File: config.mk
export PLATFORM = sky130hd
export DESIGN_NAME = data_tenure_ctrl
export DESIGN_NICKNAME = d
export VERILOG_FILES = /design/src/hdl/data_tenure_pkg.sv /design/src/hdl/data_tenure_ctrl.sv /design/src/hdl/mode_strap.sv
export VERILOG_INCLUDE_DIRS = /design/src /design/src/hdl
export SDC_FILE = /design/constraint.sdc
export NUM_CORES = 1
export LEC_CHECK = 0
export ABC_AREA = 1
export BUFFER_PORTS_ARGS = -buffer_cell sky130_fd_sc_hd__buf_4
export CAP_MARGIN = 20
export CORE_ASPECT_RATIO = 1.25
export CORE_MARGIN = 2
export CORE_UTILIZATION = 59
export CTS_CLUSTER_SIZE = 16
export DETAILED_ROUTE_END_ITERATION = 8
export MAX_ROUTING_LAYER = met4
export PLACE_DENSITY = 0.85
export SYNTH_ARGS = -nofsm -noshare
export SYNTH_HDL_FRONTEND = slang
export SYNTH_SLANG_ARGS = --single-unit
File: constraint.sdc
create_clock -name sys_clk_in -period 4.9 [get_ports sys_clk_in]
set_input_delay 0.245 -clock sys_clk_in [delete_from_list [all_inputs] [get_ports sys_clk_in]]
set_output_delay 0.245 -clock sys_clk_in [all_outputs]
set_load 0.02 [all_outputs]
File: src/hdl/data_tenure_regs.svh
// Constants of the processor bus data-tenure controller.
// Assumes inclusion by the package and modules under hdl/.
`ifndef DATA_TENURE_REGS_SVH
`define DATA_TENURE_REGS_SVH

`define TRANSFER_SIZE_W 3
`define SIZE_BURST 3'h2
`define SIZE_DOUBLE 3'h0
`define SIZE_WORD 3'h4
`define BEATS_WIDE_BURST 4'h4
`define BEATS_NARROW_BURST 4'h8
`define BEATS_ONE 4'h1
`define BEATS_TWO 4'h2
`define LANE_W 32
`define PAR_W 4

`endif

File: src/hdl/data_tenure_pkg.sv
// Types of the processor bus data-tenure controller.
// Assumes the constants header sits beside it.
`include "data_tenure_regs.svh"
package data_tenure_pkg;
	typedef enum logic [2:0] {
		ST_IDLE = 3'h0,
		ST_WAIT_GRANT = 3'h1,
		ST_BEAT = 3'h3,
		ST_CHECK = 3'h2,
		ST_DONE = 3'h6
	} tenure_state_type;

	typedef enum logic [1:0] {
		KIND_SINGLE = 2'h0,
		KIND_DOUBLE = 2'h1,
		KIND_LINE = 2'h2,
		KIND_IFETCH = 2'h3
	} xfer_kind_type;
endpackage

File: src/hdl/data_tenure_ctrl.sv
// Data-tenure controller of the processor system bus master.
// Assumes bus inputs are active-high levels from pins, synchronised here;
// the core issues one request at a time and waits for its done pulse.
`timescale 1ns/1ps
`default_nettype none
`include "data_tenure_regs.svh"
module data_tenure_ctrl (
	input wire logic sys_clk_in,
	input wire logic rstn_in,
	// Pins from the system
	input wire logic hard_reset_n_in,
	input wire logic translation_sync_input_in,
	input wire logic data_bus_grant_in,
	input wire logic transfer_ack_in,
	input wire logic transfer_error_ack_in,
	input wire logic data_retry_in,
	input wire logic address_retry_in,
	input wire logic [31:0] data_high_lanes_in,
	input wire logic [31:0] data_low_lanes_in,
	input wire logic [7:0] data_parity_in,
	output logic [31:0] data_high_lanes_out,
	output logic [31:0] data_low_lanes_out,
	output logic [7:0] data_parity_out,
	output logic data_high_oe_out,
	output logic data_low_oe_out,
	output logic burst_indicator_out,
	output logic [2:0] transfer_size_out,
	output logic tenure_busy_out,
	// Core request side
	input wire logic req_valid_in,
	output logic req_ready_out,
	input wire logic req_write_in,
	input wire data_tenure_pkg::xfer_kind_type req_kind_in,
	input wire logic [2:0] req_size_in,
	input wire logic req_fp_double_in,
	input wire logic [63:0] req_wdata_in,
	output logic [63:0] load_data_out,
	output logic load_valid_out,
	output logic load_cancel_out,
	output logic done_out,
	output logic machine_check_out,
	input wire logic machine_check_ack_in,
	output logic narrow_mode_out,
	output logic retry_disable_mode_out
);
	import data_tenure_pkg::*;

	// ==================================================================
	// Pin synchronisers
	// ==================================================================
	localparam int NSYNC = 6;
	logic [NSYNC-1:0] raw_in;
	logic [NSYNC-1:0] s1_q;
	logic [NSYNC-1:0] s2_q;
	logic [31:0] dh1_q, dh2_q, dl1_q, dl2_q;
	logic [7:0] dp1_q, dp2_q;

	assign raw_in = {hard_reset_n_in, translation_sync_input_in, data_bus_grant_in,
		transfer_ack_in, transfer_error_ack_in, data_retry_in};

	genvar gi;
	generate
		for (gi = 0; gi < NSYNC; gi++) begin : g_sync
			always_ff @(posedge sys_clk_in or negedge rstn_in) begin
				if (!rstn_in) begin
					s1_q[gi] <= 1'b0;
					s2_q[gi] <= 1'b0;
				end else begin
					s1_q[gi] <= raw_in[gi];
					s2_q[gi] <= s1_q[gi];
				end
			end
		end
	endgenerate

	logic arty1_q, arty2_q;
	always_ff @(posedge sys_clk_in or negedge rstn_in) begin
		if (!rstn_in) begin
			arty1_q <= 1'b0;
			arty2_q <= 1'b0;
			dh1_q <= 32'h0;
			dh2_q <= 32'h0;
			dl1_q <= 32'h0;
			dl2_q <= 32'h0;
			dp1_q <= 8'h0;
			dp2_q <= 8'h0;
		end else begin
			arty1_q <= address_retry_in;
			arty2_q <= arty1_q;
			dh1_q <= data_high_lanes_in;
			dh2_q <= dh1_q;
			dl1_q <= data_low_lanes_in;
			dl2_q <= dl1_q;
			dp1_q <= data_parity_in;
			dp2_q <= dp1_q;
		end
	end

	logic hard_reset_n_s, tsync_s, grant_s, ack_s, tea_s, dretry_s;
	assign {hard_reset_n_s, tsync_s, grant_s, ack_s, tea_s, dretry_s} = s2_q;

	// ==================================================================
	// Reset-strapped modes
	// ==================================================================
	logic narrow, no_retry;
	mode_strap u_strap (
		.sys_clk_in(sys_clk_in),
		.rstn_in(rstn_in),
		.hard_reset_n_in(hard_reset_n_s),
		.tsync_in(tsync_s),
		.retry_in(dretry_s),
		.narrow_out(narrow),
		.no_retry_out(no_retry)
	);
	assign narrow_mode_out = narrow;
	assign retry_disable_mode_out = no_retry;

	// ==================================================================
	// Beat planning
	// ==================================================================
	function automatic logic [3:0] beats_for(input xfer_kind_type k, input logic nar);
		case (k)
			KIND_LINE: beats_for = nar ? `BEATS_NARROW_BURST : `BEATS_WIDE_BURST;
			KIND_DOUBLE: beats_for = nar ? `BEATS_TWO : `BEATS_ONE;
			default: beats_for = `BEATS_ONE;
		endcase
	endfunction

	function automatic logic [2:0] size_for(input xfer_kind_type k, input logic [2:0] sz);
		case (k)
			KIND_LINE: size_for = `SIZE_BURST;
			KIND_DOUBLE: size_for = `SIZE_DOUBLE;
			KIND_IFETCH: size_for = `SIZE_WORD;
			// A plain request never carries the eight-byte code
			default: size_for = (sz == `SIZE_DOUBLE) ? `SIZE_WORD : sz;
		endcase
	endfunction

	// Eight-byte kind is only accepted for aligned floating-point doubles
	xfer_kind_type kind_eff;
	always_comb begin
		kind_eff = req_kind_in;
		if (req_kind_in == KIND_DOUBLE && !req_fp_double_in) begin
			kind_eff = KIND_SINGLE;
		end
	end

	// ==================================================================
	// Tenure state machine
	// ==================================================================
	tenure_state_type state_q;
	logic write_q;
	logic [3:0] beats_q, beat_q;
	logic [63:0] wdata_q;
	logic [2:0] size_q;
	logic burst_q;
	logic kind_small_q;
	logic check_last_q;

	// Requests wait one clock past the synchronised release, so the strap is
	// already captured when the beat plan reads the bus width; costs one
	// clock of start-up latency only
	logic hr_q;
	always_ff @(posedge sys_clk_in or negedge rstn_in) begin
		if (!rstn_in) begin
			hr_q <= 1'b0;
		end else begin
			hr_q <= hard_reset_n_s;
		end
	end

	assign req_ready_out = (state_q == ST_IDLE) && hard_reset_n_s && hr_q;
	wire start = req_valid_in && req_ready_out;
	wire beat_ack = (state_q == ST_BEAT) && ack_s && !tea_s;
	wire last_beat = beat_ack && (beat_q == beats_q - 4'h1);
	// Read cancellation the cycle after an ack, only in normal mode
	wire dretry_hit = (state_q == ST_CHECK) && !write_q && !no_retry && dretry_s;
	wire arty_window = narrow ? (kind_small_q ? beat_q == 4'h1 : beat_q == 4'h2) : beat_q == 4'h1;
	wire arty_hit = (state_q == ST_CHECK) && !no_retry && arty2_q && arty_window;

	always_ff @(posedge sys_clk_in or negedge rstn_in) begin
		if (!rstn_in) begin
			state_q <= ST_IDLE;
			beat_q <= 4'h0;
			beats_q <= 4'h1;
			write_q <= 1'b0;
			wdata_q <= 64'h0;
			size_q <= 3'h0;
			burst_q <= 1'b0;
			kind_small_q <= 1'b0;
			check_last_q <= 1'b0;
		end else begin
			case (state_q)
				ST_IDLE: begin
					if (start) begin
						state_q <= ST_WAIT_GRANT;
						beat_q <= 4'h0;
						beats_q <= beats_for(kind_eff, narrow);
						write_q <= req_write_in;
						wdata_q <= req_wdata_in;
						size_q <= size_for(kind_eff, req_size_in);
						burst_q <= (kind_eff == KIND_LINE);
						kind_small_q <= (kind_eff != KIND_LINE) && (kind_eff != KIND_DOUBLE);
					end
				end
				ST_WAIT_GRANT: begin
					if (grant_s) begin
						state_q <= ST_BEAT;
					end
				end
				ST_BEAT: begin
					if (tea_s) begin
						state_q <= ST_DONE;
					end else if (beat_ack) begin
						beat_q <= beat_q + 4'h1;
						check_last_q <= last_beat;
						// Retry-disable and writes need no check cycle
						if (write_q || no_retry) begin
							state_q <= last_beat ? ST_DONE : ST_BEAT;
						end else begin
							state_q <= ST_CHECK;
						end
						if (write_q && narrow) begin
							wdata_q <= {wdata_q[31:0], 32'h0};
						end
					end
				end
				ST_CHECK: begin
					if (tea_s) begin
						state_q <= ST_DONE;
					end else if (dretry_hit) begin
						beat_q <= beat_q - 4'h1;
						state_q <= ST_BEAT;
					end else if (arty_hit) begin
						state_q <= ST_DONE;
					end else begin
						state_q <= check_last_q ? ST_DONE : ST_BEAT;
					end
				end
				ST_DONE: begin
					state_q <= ST_IDLE;
				end
				default: begin
					state_q <= ST_IDLE;
				end
			endcase
		end
	end

	// ==================================================================
	// Pin drive
	// ==================================================================
	// Odd parity for each byte of a 32-bit word, bit n for byte n
	function automatic logic [3:0] lane_parity(input logic [31:0] w);
		for (int b = 0; b < 4; b++) begin
			lane_parity[b] = ~^w[8*b +: 8];
		end
	endfunction

	wire driving = (state_q == ST_BEAT) && write_q;
	always_comb begin
		data_high_oe_out = driving;
		data_low_oe_out = driving;
		tenure_busy_out = (state_q == ST_BEAT) || (state_q == ST_CHECK);
	end

	always_ff @(posedge sys_clk_in or negedge rstn_in) begin
		if (!rstn_in) begin
			data_high_lanes_out <= 32'h0;
			data_low_lanes_out <= 32'h0;
			data_parity_out <= 8'h0;
			burst_indicator_out <= 1'b0;
			transfer_size_out <= 3'h0;
		end else begin
			burst_indicator_out <= burst_q;
			transfer_size_out <= size_q;
			data_high_lanes_out <= wdata_q[63:32];
			// Narrow mode never carries data on the low lanes
			data_low_lanes_out <= narrow ? 32'h0 : wdata_q[31:0];
			data_parity_out[7:4] <= lane_parity(wdata_q[63:32]);
			data_parity_out[3:0] <= narrow ? 4'h0 : lane_parity(wdata_q[31:0]);
		end
	end

	// ==================================================================
	// Load forwarding
	// ==================================================================
	logic [63:0] hold_q;
	logic hold_v_q;
	always_ff @(posedge sys_clk_in or negedge rstn_in) begin
		if (!rstn_in) begin
			hold_q <= 64'h0;
			hold_v_q <= 1'b0;
			load_data_out <= 64'h0;
			load_valid_out <= 1'b0;
			load_cancel_out <= 1'b0;
		end else begin
			load_valid_out <= 1'b0;
			load_cancel_out <= 1'b0;
			hold_v_q <= 1'b0;
			if (beat_ack && !write_q) begin
				// Unused lanes are not sampled in narrow mode
				hold_q <= narrow ? {dh2_q, 32'h0} : {dh2_q, dl2_q};
				if (no_retry) begin
					load_data_out <= narrow ? {dh2_q, 32'h0} : {dh2_q, dl2_q};
					load_valid_out <= 1'b1;
				end else begin
					hold_v_q <= 1'b1;
				end
			end
			if (hold_v_q) begin
				// Normal mode holds one clock so a late cancel can still land
				if (dretry_hit || arty_hit) begin
					load_cancel_out <= 1'b1;
				end else begin
					load_data_out <= hold_q;
					load_valid_out <= 1'b1;
				end
			end
		end
	end

	// ==================================================================
	// Completion and error reporting
	// ==================================================================
	always_ff @(posedge sys_clk_in or negedge rstn_in) begin
		if (!rstn_in) begin
			done_out <= 1'b0;
			machine_check_out <= 1'b0;
		end else begin
			done_out <= (state_q == ST_DONE);
			// Sticky and imprecise: the failing address is not kept; set wins over ack
			if (tea_s && (state_q == ST_BEAT || state_q == ST_CHECK)) begin
				machine_check_out <= 1'b1;
			end else if (machine_check_ack_in) begin
				machine_check_out <= 1'b0;
			end
		end
	end
endmodule
`default_nettype wire

File: src/hdl/mode_strap.sv
// Reset strap capture for bus width and retry mode.
// Assumes hard_reset is already a synchronised active-low level.
`timescale 1ns/1ps
`default_nettype none
module mode_strap (
	input wire logic sys_clk_in,
	input wire logic rstn_in,
	input wire logic hard_reset_n_in,
	input wire logic tsync_in,
	input wire logic retry_in,
	output logic narrow_out,
	output logic no_retry_out
);
	logic hold_q;

	// Capture on the clock after release, never under the asynchronous reset
	always_ff @(posedge sys_clk_in or negedge rstn_in) begin
		if (!rstn_in) begin
			hold_q <= 1'b1;
			narrow_out <= 1'b0;
			no_retry_out <= 1'b0;
		end else begin
			hold_q <= !hard_reset_n_in;
			if (hold_q && hard_reset_n_in) begin
				narrow_out <= tsync_in;
				no_retry_out <= retry_in;
			end
		end
	end
endmodule
`default_nettype wire

# After elaboration in Yosys (flattened, before gate mapping)
# Index checks and enable logic that the tools add are counted.
# word_totals
register_bits,437
word_cells,160
# op_classes
addsub,3
n_eq_ne,21
muxes,47
n_bitwise,1
n_reduce_logical,45
# op_table
op,n
two-way mux 64 bit,8
one-hot mux 64 bit (2 select lines),1
two-way mux 32 bit,2
XNOR reduction 8 bit,8
two-way mux 3 bit,11
two-way mux 4 bit,7
logical AND 1 bit,19
"inequality test 2 bit, second input constant",8
two-way mux 1 bit,12
one-hot mux 3 bit (4 select lines),1
one-hot mux 4 bit (3 select lines),1
one-hot mux 3 bit (3 select lines),1
one-hot mux 4 bit (2 select lines),1
"subtractor 4 x 1 -> 4 bit, second input constant",2
"== test 3 x 2 -> 1 bit, second input constant",2
logical NOT 3 bit,2
AND reduction 3 bit,2
AND reduction 6 bit,1
logical NOT 1 bit,5
AND reduction 5 bit,1
"adder 4 x 1 -> 4 bit, second input constant",1
"== test 2 x 1 -> 1 bit, second input constant",2
"== test 2 bit, second input constant",2
"== test 4 x 1 -> 1 bit, second input constant",1
other kinds (12),16

# Logic depth before layout (Yosys ltp)
# Gate-level depths: netlist (run 1).
# depth
word_depth,9
depth_mapped,13
ltp_nobuf,13

# Cells and area by module
# Synthesis (run 1) repeated with hierarchy kept, for this count alone.
# hier_totals
hier_cells,1585
area_unflattened_um2,16392.0
# by_module_without_submodules
module,instances,cells_per_inst,area_each_um2
data_tenure_ctrl,1,1574,16280.6
mode_strap,1,11,111.4

# Worst setup path after synthesis (run 1)
# OpenSTA, ideal clock, no wires.
# synth_timing
path_kind,register -> register
start,register state_q[2]
end,register wdata_q[50]
setup_ns,0.123
arrival_ns,1.668
slack_ns,3.109
path_stages_with_launch,11
cell_sequence,dfrtp_1 nor2_2 nand2_1 nor3_2 nand2_1 nand2_1 nand3_1 buf_2 buf_2 nand2_1 o21ai_1
# synth_via
elab_chain_len,6
elab_cells_between_ends,14
# synth_rtl
item,line,text
"start, declared",data_tenure_ctrl.sv:151,tenure_state_type state_q;
"start signal, assigned",data_tenure_ctrl.sv:219,state_q <= last_beat ? ST_DONE : ST_BEAT;
"start signal, assigned",data_tenure_ctrl.sv:237,state_q <= check_last_q ? ST_DONE : ST_BEAT;
logical NOT 3 bit,data_tenure_ctrl.sv:172,assign req_ready_out = (state_q == ST_IDLE) && hard_reset_n_s && hr_q;
logical AND 1 bit (2 in a row),data_tenure_ctrl.sv:172,
via req_ready_out,data_tenure_ctrl.sv:31,"output logic req_ready_out,"
logical AND 1 bit,data_tenure_ctrl.sv:173,wire start = req_valid_in && req_ready_out;
inequality test 2 bit (no line),-,
AND reduction 5 bit (no line),-,
"end signal, assigned",data_tenure_ctrl.sv:200,wdata_q <= req_wdata_in;
"end signal, assigned",data_tenure_ctrl.sv:224,"wdata_q <= {wdata_q[31:0], 32'h0};"
"end, declared",data_tenure_ctrl.sv:154,logic [63:0] wdata_q;
# The timed path passes the listed nets, and every way through them passes these cells.
# A chain may end at the register's enable or synchronous reset.

# Final worst setup path (run 1)
# layout_timing
start,register u_strap.narrow_out
end,register load_data_out[33]
# layout_via
elab_chain_len,5
# layout_rtl
item,line,text
"start, declared",mode_strap.sv:11,"output logic narrow_out,"
"start signal, assigned",mode_strap.sv:25,narrow_out <= tsync_in;
two-way mux 1 bit,data_tenure_ctrl.sv:178,wire arty_window = narrow ? (kind_small_q ? beat_q == 4'h1 : beat_q == 4'h2) : beat_q == 4'h1;
logical AND 1 bit,data_tenure_ctrl.sv:179,wire arty_hit = (state_q == ST_CHECK) && !no_retry && arty2_q && arty_window;
logical OR 1 bit,data_tenure_ctrl.sv:313,if (dretry_hit || arty_hit) begin
two-way mux 64 bit,data_tenure_ctrl.sv:313,
two-way mux 64 bit,data_tenure_ctrl.sv:311,if (hold_v_q) begin
"end signal, assigned",data_tenure_ctrl.sv:305,"load_data_out <= narrow ? {dh2_q, 32'h0} : {dh2_q, dl2_q};"
"end signal, assigned",data_tenure_ctrl.sv:316,load_data_out <= hold_q;
"end, declared",data_tenure_ctrl.sv:37,"output logic [63:0] load_data_out,"
# Every way passes these cells.

==> results.ini, run 1 <==
[placement]
post-dp-hpwl_mm = 24.6
numPortBuffers = 295
dp.cells = 2158
preCtsSetupSlack_ps = 1370
gp_congestion = 0.880

[sta]
final-max-slew-violation-count = 0
finalSetupViolCount = 0
fin_ws_ps = 1240
fin_hold_ws_ps = 19.1
timing.clock.skew_ps = 14.7
slew-limit-headroom_pct = 31.6
max_freq_mhz = 273
post-route-period-util_pct = 74.7
setup_tns_ps = 0
timing.final.crit_period_ps = 3660
grt_setup_unrepaired = no
tightest_slew_ps = 1020
final_hold_viol_count = 0

[global_routing]
grt_max_degree = 168
gr-usage-all-layers_pct = 31.6
grt_antenna_before_repair = 4
grt_overflow_total = 0
grt_first_pass_wirelength_mm = 68.4
first_global_vias = 13500

[pwr]
max-vdd-ir-drop_uv = 484
switching_share_pct = 36.2
internal_power_mw = 8.43
powerDensity_nw_per_um2 = 629
switching_power_mw = 4.78
power.clock.fraction_pct = 25.1
part_of_the_power_in_combinational_logic_pct = 33.5
seqPwrFrac_pct = 41.4
p_leak_nw = 10.9

[clocking]
clk_pin_slew_worst_paths_ps = 70
clkLatencyLatePin_ps = 530
cts_setup_buffers = 0
clock_buffer_count_from_cts = 42
tritoncts = built
cts_root_buffer = sky130_fd_sc_hd__clkbuf_16
htree_num_levels = 2
cts_num_sinks = 437
ctsLongestPathBuffers = 3

[worst_setup_path]
crit_path_cell_trace = inv_2, o21ai_1, nand2_1, nand2_1, nand2_1, nor2_4, inv_4, nand2_1, inv_2, nand2_1, nand3_1
slowest_stage = sky130_fd_sc_hd__dfrtp_2
critical_path_depth = 11
worstSetupEndpointType = flop
worst_path_largest_cell_delay_ps = 850
critical_path.top_delay_family = simple AND/OR/NAND/NOR gates
r2r_slack_ps = 1240
crit-reg2reg-capture = load_data_out[33]
worstSetupStartpointType = flop
reg2regPathDepth = 11
crit_path_frequent_cell = sky130_fd_sc_hd__nand2_1
critPathBufInv = 3
cp.arrival_ps = 4050
type_of_the_worst_setup_path = flop to flop
startpoint_of_the_most_critical_register_to_register_path = u_strap.narrow_out
crit_fanout = 64
required_ps = 5290

[worst_hold_path]
min-delay-start = req_wdata_in[3]
worstHoldPathCells = 3
worstHoldPathType = primary input to flop
min_delay_worst_endpoint = wdata_q[3]

[detailed_routing]
drt_drc_violations_left = 0
routed_wl_mm = 43.2
routed-via-count = 12700
vias_per_cell = 5.40
avgRoutedWirePerCell_um = 18.4
drt_iter0_drc = 911
drt_first_pass_iters = 5
detail-route-antenna-nets = 0

[job]
max_cap_violations = 0

[yosys]
synth.net_count = 1740
ys_warns = 0
yosys.area_share.xor_xnor_pct = 3.05
synth.distinct_cells = 31
yosys-mux-area-fraction_pct = 0
synth-async-reset-ratio_pct = 100
synthesis.area_sq_um = 16100
synth_top_family_by_area = simple AND/OR/NAND/NOR gates
synth_top_flop_cell = sky130_fd_sc_hd__dfrtp_1
synth-adder-area-share_pct = 0.389
synth.ff_latch_count = 437
syn_avg_cell_area_sq_um = 10.2
sequential_fraction_of_the_synthesis_area_pct = 68.0
post_synth_edffs = 0
synth-compound-area-share_pct = 6.15
postSynthCellCount = 1581
yosys.area_share.simple_pct = 17.0

[cells_and_area]
syn_to_final_growth_pct = 30.4
utilization_pct = 78.2
layout_filler_cell_count = 1518
largest_registers = hold_q: 64 flops, load_data_out: 64 flops, wdata_q: 64 flops
non_filler_cells_final = 2344
fin_nets = 2121
post_route_cells_drive_above_1_share_pct = 19.8

[floorplanning]
initial_utilization_pct = 60.0
die_w_um = 152
core.rowCount = 67
dieArea_sq_um = 28600
ports = 304
die_h_um = 189
core_region_area_sq_um = 26800

[status]
outcome = finished clean

## cell families after synthesis
kind of cell | Yosys count
compound gates | 196
flops | 437
fa+ha+maj | 5
xor+xnor | 56
simple gates | 682
buf+inv | 205
## power groups by stage
stage | Combinational [mW] | Sequential (mW) | Clock (mW)
2_1_floorplan | 2.20 | 5.85 | 0
3_3_place_gp | 4.02 | 5.40 | 0
3_5_place_dp | 4.20 | 5.46 | 0
4_1_cts | 4.33 | 5.43 | 3.32
5_1_grt | 4.85 | 5.56 | 3.49
6_report | 4.42 | 5.47 | 3.32
## layout by cell type (no fill, tap or decap), drive strengths merged, types with 14 or more instances in the layout
cell type / instances
nand2: 494
dfrtp: 435
buf: 307
o21ai: 177
inv: 130
dlygate4sd3: 105
nor2: 101
nand3: 81
clkbuf: 66
xnor2: 41
xor2: 15
a21oi: 14
## worst max path at each step
| stage | start | slack (ps) | end |
|---|---|---|---|
| 6_report | u_strap.narrow_out | 1240 | load_data_out[33] |
| 5_1_grt | u_strap.narrow_out | 930 | load_data_out[48] |
| 4_1_cts | u_strap.narrow_out | 1290 | load_data_out[34] |
| 3_5_place_dp | u_strap.narrow_out | 1370 | load_data_out[34] |
| 3_3_place_gp | u_strap.narrow_out | 1390 | load_data_out[26] |
| 2_1_floorplan | state_q[2] | 3110 | wdata_q[50] |
## worst reg2reg max path, delay by kind of cell, from the launching register on
family / cells / cell delay [ps]
compound gates: 1 / 180
buf+inv: 3 / 990
flops: 1 / 850
simple gates: 7 / 1500
## layer usage
layer	global-route usage [%]	vias to the layer above	part of all wire, %
met5	-	-	0
met4	14.6	0	4.9
met3	7.60	145	8.6
met2	51.8	611	51
met1	36.7	6240	35
li1	-	5669	-
## Yosys cell counts, types with 5 or more instances
cell	count	share of area, %
sky130_fd_sc_hd__dfrtp_1	435	68
sky130_fd_sc_hd__o21ai_1	96	3.0
sky130_fd_sc_hd__buf_4	5	0.23
sky130_fd_sc_hd__nand2_1	493	12
sky130_fd_sc_hd__inv_2	6	0.14
sky130_fd_sc_hd__nand3_1	78	2.4
sky130_fd_sc_hd__a21oi_1	14	0.44
sky130_fd_sc_hd__buf_1	5	0.12
sky130_fd_sc_hd__buf_6	5	0.35
sky130_fd_sc_hd__nor2_1	96	2.2
sky130_fd_sc_hd__clkbuf_1	21	0.49
sky130_fd_sc_hd__ha_1	5	0.39
sky130_fd_sc_hd__o21ai_0	81	2.5
sky130_fd_sc_hd__inv_1	123	2.9
sky130_fd_sc_hd__buf_2	39	1.2
sky130_fd_sc_hd__xor2_1	15	0.82
sky130_fd_sc_hd__xnor2_1	41	2.2
## per-stage QoR
step	area (sq um)	power (mW)
4_1_cts	21000	13.1
5_1_grt	21000	13.9
2_1_floorplan	16100	8.05
3_3_place_gp	18500	9.43
6_report	21000	13.2
3_5_place_dp	18500	9.66
## cell type report
class	instances	area (sq um)	area share, %
Sequential cell	437	10900	52.1
Multi-Input combinational cell	939	4290	20.5
Timing Repair Buffer	412	3390	16.1
Clock buffer	66	1280	6.12
Inverter	130	490	2.34
Tap cell	345	432	2.06
Clock inverter	10	139	0.662
Antenna cell	5	12.5	0.0596
## repair_timing
item / CTS / global route
hold buffers: 105 / 0
gates resized for setup: 0 / 0
setup endpoints to repair: 0 / 0
endpoints found under the hold margin: 187 / 0
(Power assumes the default switching activity.)
==> inputs of run 2 (changes only) <==
CORE_UTILIZATION = 50   (was 59)
PLACE_DENSITY = 0.77   (was 0.85)
clock period = 3 ns   (was 4.9 ns; I/O delays follow)
==> run 2 against run 1 <==
Compared with the run above:
- setup slack got worse by 740 ps
- clock skew about the same
- cell count rose by 4.7%
- die area rose by 18%
- register-to-register slack worse by 740 ps
- sequential share of layout area is 1.6 points lower
- routed wire length down 1.9%
- sequential cell count unchanged
- maximum frequency grew 46%
- highest routed layer unchanged
==> results.ini, run 2 (synthesis gave the netlist of run 1 again) <==
[sta]
tightest_slew_ps = 886
timing.clock.skew_ps = 14.7
max_freq_mhz = 400
finalSetupViolCount = 0
post-route-period-util_pct = 83.3
setup_tns_ps = 0
grt_setup_unrepaired = no
final-max-slew-violation-count = 0
timing.final.crit_period_ps = 2500
slew-limit-headroom_pct = 41.0
final_hold_viol_count = 0

[floorplanning]
die_w_um = 164
initial_utilization_pct = 50.6
core.rowCount = 73
core_region_area_sq_um = 31800
die_h_um = 205
dieArea_sq_um = 33600
ports = 304

[worst_setup_path]
worst_path_largest_cell_delay_ps = 580
crit_path_frequent_cell = sky130_fd_sc_hd__nand2_1
reg2regPathDepth = 8
worstSetupEndpointType = flop
slowest_stage = sky130_fd_sc_hd__dlygate4sd3_1
critPathBufInv = 1
required_ps = 3480
worstSetupStartpointType = flop
cp.arrival_ps = 2980
type_of_the_worst_setup_path = flop to flop
crit_path_cell_trace = nor2_2, nand2_1, nor3_2, nand2_1, nor3b_1, o31ai_1, dlygate4sd3_1, nand2_1
critical_path_depth = 8
crit_fanout = 11
critical_path.top_delay_family = simple AND/OR/NAND/NOR gates

[detailed_routing]
routed-via-count = 12500
drt_drc_violations_left = 0
routed_wl_mm = 42.3
vias_per_cell = 5.10
avgRoutedWirePerCell_um = 17.2
drt_iter0_drc = 881
detail-route-antenna-nets = 0
drt_first_pass_iters = 5

[pwr]
powerDensity_nw_per_um2 = 1000
p_leak_nw = 11.1
power_mw = 21.7
max-vdd-ir-drop_uv = 689

[job]
max_cap_violations = 0

[placement]
dp.cells = 2230
numPortBuffers = 295
post-dp-hpwl_mm = 24.3
gp_congestion = 0.852

[clocking]
ctsLongestPathBuffers = 3
cts_num_sinks = 437
cts_root_buffer = sky130_fd_sc_hd__clkbuf_16
clkLatencyLatePin_ps = 550
htree_num_levels = 2
tritoncts = built
cts_setup_buffers = 0
clock_buffer_count_from_cts = 43
clk_pin_slew_worst_paths_ps = 60

[global_routing]
grt_first_pass_wirelength_mm = 67.2
first_global_vias = 13300
grt_overflow_total = 0
gr-usage-all-layers_pct = 26.4
grt_max_degree = 129
grt_antenna_before_repair = 3

[worst_hold_path]
worstHoldPathCells = 3
worstHoldPathType = primary input to flop

[cells_and_area]
non_filler_cells_final = 2455
post_route_cells_drive_above_1_share_pct = 19.9
layout.cells.most_common_list = sky130_fd_sc_hd__nand2_1 (492), sky130_fd_sc_hd__dfrtp_1 (434), sky130_fd_sc_hd__buf_4 (302)
syn_to_final_growth_pct = 34.6
fin_nets = 2166
largest_registers = hold_q: 64 flops, load_data_out: 64 flops, wdata_q: 64 flops
layout_commonest_cell = sky130_fd_sc_hd__nand2_1

[status]
outcome = finished clean

[run 2: cell types whose count changed in the layout (fill, tap and decap cells not counted), sizes merged]
cell and change:
inv +2, diode -2, buf +5, dlygate4sd3 +39, clkinv -1, bufinv +1
[run 2: worst paths after layout]
| check | endpoint | slack, ps | from |
|---|---|---|---|
| worst max-delay path | size_q[2] | 500 | state_q[2] |
| worst min-delay path | wdata_q[33] | 70 | req_wdata_in[33] |
| worst max register to register | size_q[2] | 500 | state_q[2] |
| worst min register to register | dh2_q[5] | 340 | dh1_q[5] |
| max in group asynchronous | load_data_out[45] | 1950 | rstn_in |
| min in group asynchronous | data_high_lanes_out[1] | 180 | rstn_in |
[run 2: power by group]
group | internal [mW] | leakage (nW) | switching, mW
Combinational | 2.94 | 4.93 | 4.28
Sequential | 7.69 | 5.46 | 1.18
Clock | 3.37 | 0.735 | 2.25
Total | 14.0 | 11.1 | 7.71
[run 2: area by class of cell]
cell class	count	area, sq um
clock buffer	66	1310
sequential	437	10900
timing repair buffer	456	3900
multi-input combinational	939	4290
antenna	3	7.51
clock inverter	12	181
inverter	130	490
tap	412	515
fill	2226	10100
[run 2: worst register-to-register path, cell delays in order (launching register included)]
cell and delay, ps:
sky130_fd_sc_hd__dfrtp_1 420, sky130_fd_sc_hd__nor2_2 150, sky130_fd_sc_hd__nand2_1 130, sky130_fd_sc_hd__nor3_2 160
sky130_fd_sc_hd__nand2_1 290, sky130_fd_sc_hd__nor3b_1 510, sky130_fd_sc_hd__o31ai_1 130, sky130_fd_sc_hd__dlygate4sd3_1 580
sky130_fd_sc_hd__nand2_1 60
[run 2: layer usage]
metal / global-route usage (%) / vias up / part of all wire, %
met5: - / - / 0
met4: 10.8 / 0 / 3.5
met3: 6.01 / 120 / 7.0
met2: 45.4 / 476 / 52
met1: 29.6 / 6154 / 37
li1: - / 5778 / -
[run 2: stage by stage]
step | hold slack [ps] | setup WS [ps] | cell area [sq um] | util [%]
3_3_place_gp | 185 | 807 | 18700 | 58.8
2_1_floorplan | -146 | 1210 | 16100 | -
3_5_place_dp | 186 | 718 | 18700 | 58.8
4_1_cts | 31.0 | 445 | 21600 | 68.1
5_1_grt | 56.4 | 324 | 21600 | 68.1
6_report | 68.4 | 500 | 21600 | 68.1
[run 2: what timing repair did]
item,4_1_cts,5_1_grt
gates resized for setup,0,0
hold buffers,144,0
endpoints found under the setup margin,0,0
endpoints found under the hold margin,214,0
==> inputs of run 3 (changes only) <==
clock period = 2.1 ns   (was 3 ns; I/O delays follow)
==> run 3 against run 2 <==
Compared with the run above:
- critical path depth increased by 2
- first-iteration DRC count grew 18%
- die area unchanged
- core utilization grew 0.68 points
- routed wire length up 3.5%
- clock power up 43%
- maximum frequency increased by 25%
- critical path type unchanged
- critical endpoint is now wdata_q[32]
- largest power group unchanged
- highest routed layer unchanged
==> results.ini, run 3 (synthesis gave the netlist of run 1 again) <==
[floorplanning]
core_region_area_sq_um = 31800
die_w_um = 164
dieArea_sq_um = 33600
die_h_um = 205
core.rowCount = 73
ports = 304
initial_utilization_pct = 50.6

[sta]
post-route-period-util_pct = 95.5
timing.clock.skew_ps = 25.9
fin_ws_ps = 93.7
final_hold_viol_count = 0
final-max-slew-violation-count = 0
timing.final.crit_period_ps = 2010
finalSetupViolCount = 0
fin_hold_ws_ps = 24.0
tightest_slew_ps = 873
max_freq_mhz = 498
slew-limit-headroom_pct = 41.8

[worst_setup_path]
critical_path.startpoint = state_q[2]
worstSetupStartpointType = flop
r2r_slack_ps = 90
worstSetupEndpointType = flop
crit-reg2reg-capture = wdata_q[32]
startpoint_of_the_most_critical_register_to_register_path = state_q[2]
required_ps = 2500
crit_fanout = 64
reg2regPathDepth = 10
cp.arrival_ps = 2410
worst_setup_path_endpoint = wdata_q[32]
type_of_the_worst_setup_path = flop to flop

[global_routing]
grt_overflow_total = 0
gr-usage-all-layers_pct = 27.0
first_global_vias = 13300
grt_antenna_before_repair = 3
grt_max_degree = 129
grt_first_pass_wirelength_mm = 68.6

[detailed_routing]
drt_first_pass_iters = 5
drt_iter0_drc = 1040
vias_per_cell = 5.17
avgRoutedWirePerCell_um = 17.7
detail-route-antenna-nets = 0
drt_drc_violations_left = 0
routed-via-count = 12800
routed_wl_mm = 43.8

[clocking]
clkLatencyLatePin_ps = 560
tritoncts = built
htree_num_levels = 2
ctsLongestPathBuffers = 3
cts_root_buffer = sky130_fd_sc_hd__clkbuf_16
clk_pin_slew_worst_paths_ps = 60
clock_buffer_count_from_cts = 43
cts_setup_buffers = 0
cts_num_sinks = 437

[pwr]
powerDensity_nw_per_um2 = 1440
max-vdd-ir-drop_uv = 1100
p_leak_nw = 11.2

[status]
outcome = finished clean

[cells_and_area]
multiInputGateArea_sq_um = 4300
layout_commonest_cell = sky130_fd_sc_hd__nand2_1
largest_registers = hold_q: 64 flops, load_data_out: 64 flops, wdata_q: 64 flops
layout.cells.most_common_list = sky130_fd_sc_hd__nand2_1 (491), sky130_fd_sc_hd__dfrtp_1 (433), sky130_fd_sc_hd__buf_4 (316)
syn_to_final_growth_pct = 35.9
layout_filler_cell_count = 2149
non_filler_cells_final = 2475
post_route_cells_drive_above_1_share_pct = 20.9
fin_nets = 2186
seq_cell_area_sq_um = 10900
layout.cell_area.non_filler_sq_um = 21900

[placement]
gp_congestion = 0.862
post-dp-hpwl_mm = 24.8
numPortBuffers = 295
postPlaceCellArea_sq_um = 18800
dp.cells = 2248
preCtsSetupSlack_ps = 134

[job]
max_cap_violations = 0

[worst_hold_path]
min-delay-start = req_fp_double_in
worstHoldPathType = primary input to flop

[run 3: layer usage]
layer / global-route usage [%] / share of wire, % / vias up
met1: 31.0 / 36 / 6252
met5: - / 0 / -
met3: 5.79 / 7.4 / 138
met2: 46.1 / 52 / 586
met4: 10.9 / 4.3 / 0
li1: - / - / 5813
[run 3: per-stage QoR]
stage                     setup TNS [ps]  power (mW)  utilization [%]
after floorplan                        0        18.8                -
after global placement                 0        22.2             59.3
after detailed placement               0        22.6             59.3
after CTS                              0        31.0             68.6
after global routing               -13.8        33.2             68.8
final                                  0        31.4             68.8
[run 3: where the power goes]
group	total (mW)	internal, mW	switching [mW]	leakage [nW]
registers	12.7	11.0	1.69	5.46
logic	10.7	4.35	6.38	5.06
clock network	8.05	4.79	3.26	0.736
total	31.4	20.1	11.3	11.2
[run 3: cell type report]
cell class,instances,area share [%]
flip-flops and latches,437,50.0
multi-input cells,939,19.7
repair buffers,476,18.8
clock buffers,59,5.71
well taps,412,2.36
inverters,130,2.27
clock inverters,19,1.12
diodes,3,0.0343
[run 3: worst min-delay path by stage]
stage	cells after the start	to	slack (ps)
2_1_floorplan	0	ack_s	-190
3_3_place_gp	1	data_high_lanes_out[9]	60
3_5_place_dp	1	data_high_lanes_out[9]	60
4_1_cts	6	beats_q[0]	0.3
5_1_grt	5	beats_q[1]	30
6_report	5	beats_q[1]	20
[run 3: critical path, stage by stage, from the launching register on]
cell	delay, ps
sky130_fd_sc_hd__dfrtp_1	430
sky130_fd_sc_hd__inv_2	100
sky130_fd_sc_hd__nand3_2	120
sky130_fd_sc_hd__buf_4	200
sky130_fd_sc_hd__nor2_2	200
sky130_fd_sc_hd__nand2_1	90
sky130_fd_sc_hd__nand2_1	110
sky130_fd_sc_hd__nand3_4	130
sky130_fd_sc_hd__buf_16	240
sky130_fd_sc_hd__nand2_1	130
sky130_fd_sc_hd__o21ai_1	100
[run 3: repair_timing]
| item | CTS | global route |
|---|---|---|
| hold buffers | 145 | 0 |
| resized for setup | 0 | 11 |
| setup endpoints to repair | 0 | 115 |
| endpoints found under the hold margin | 511 | 0 |
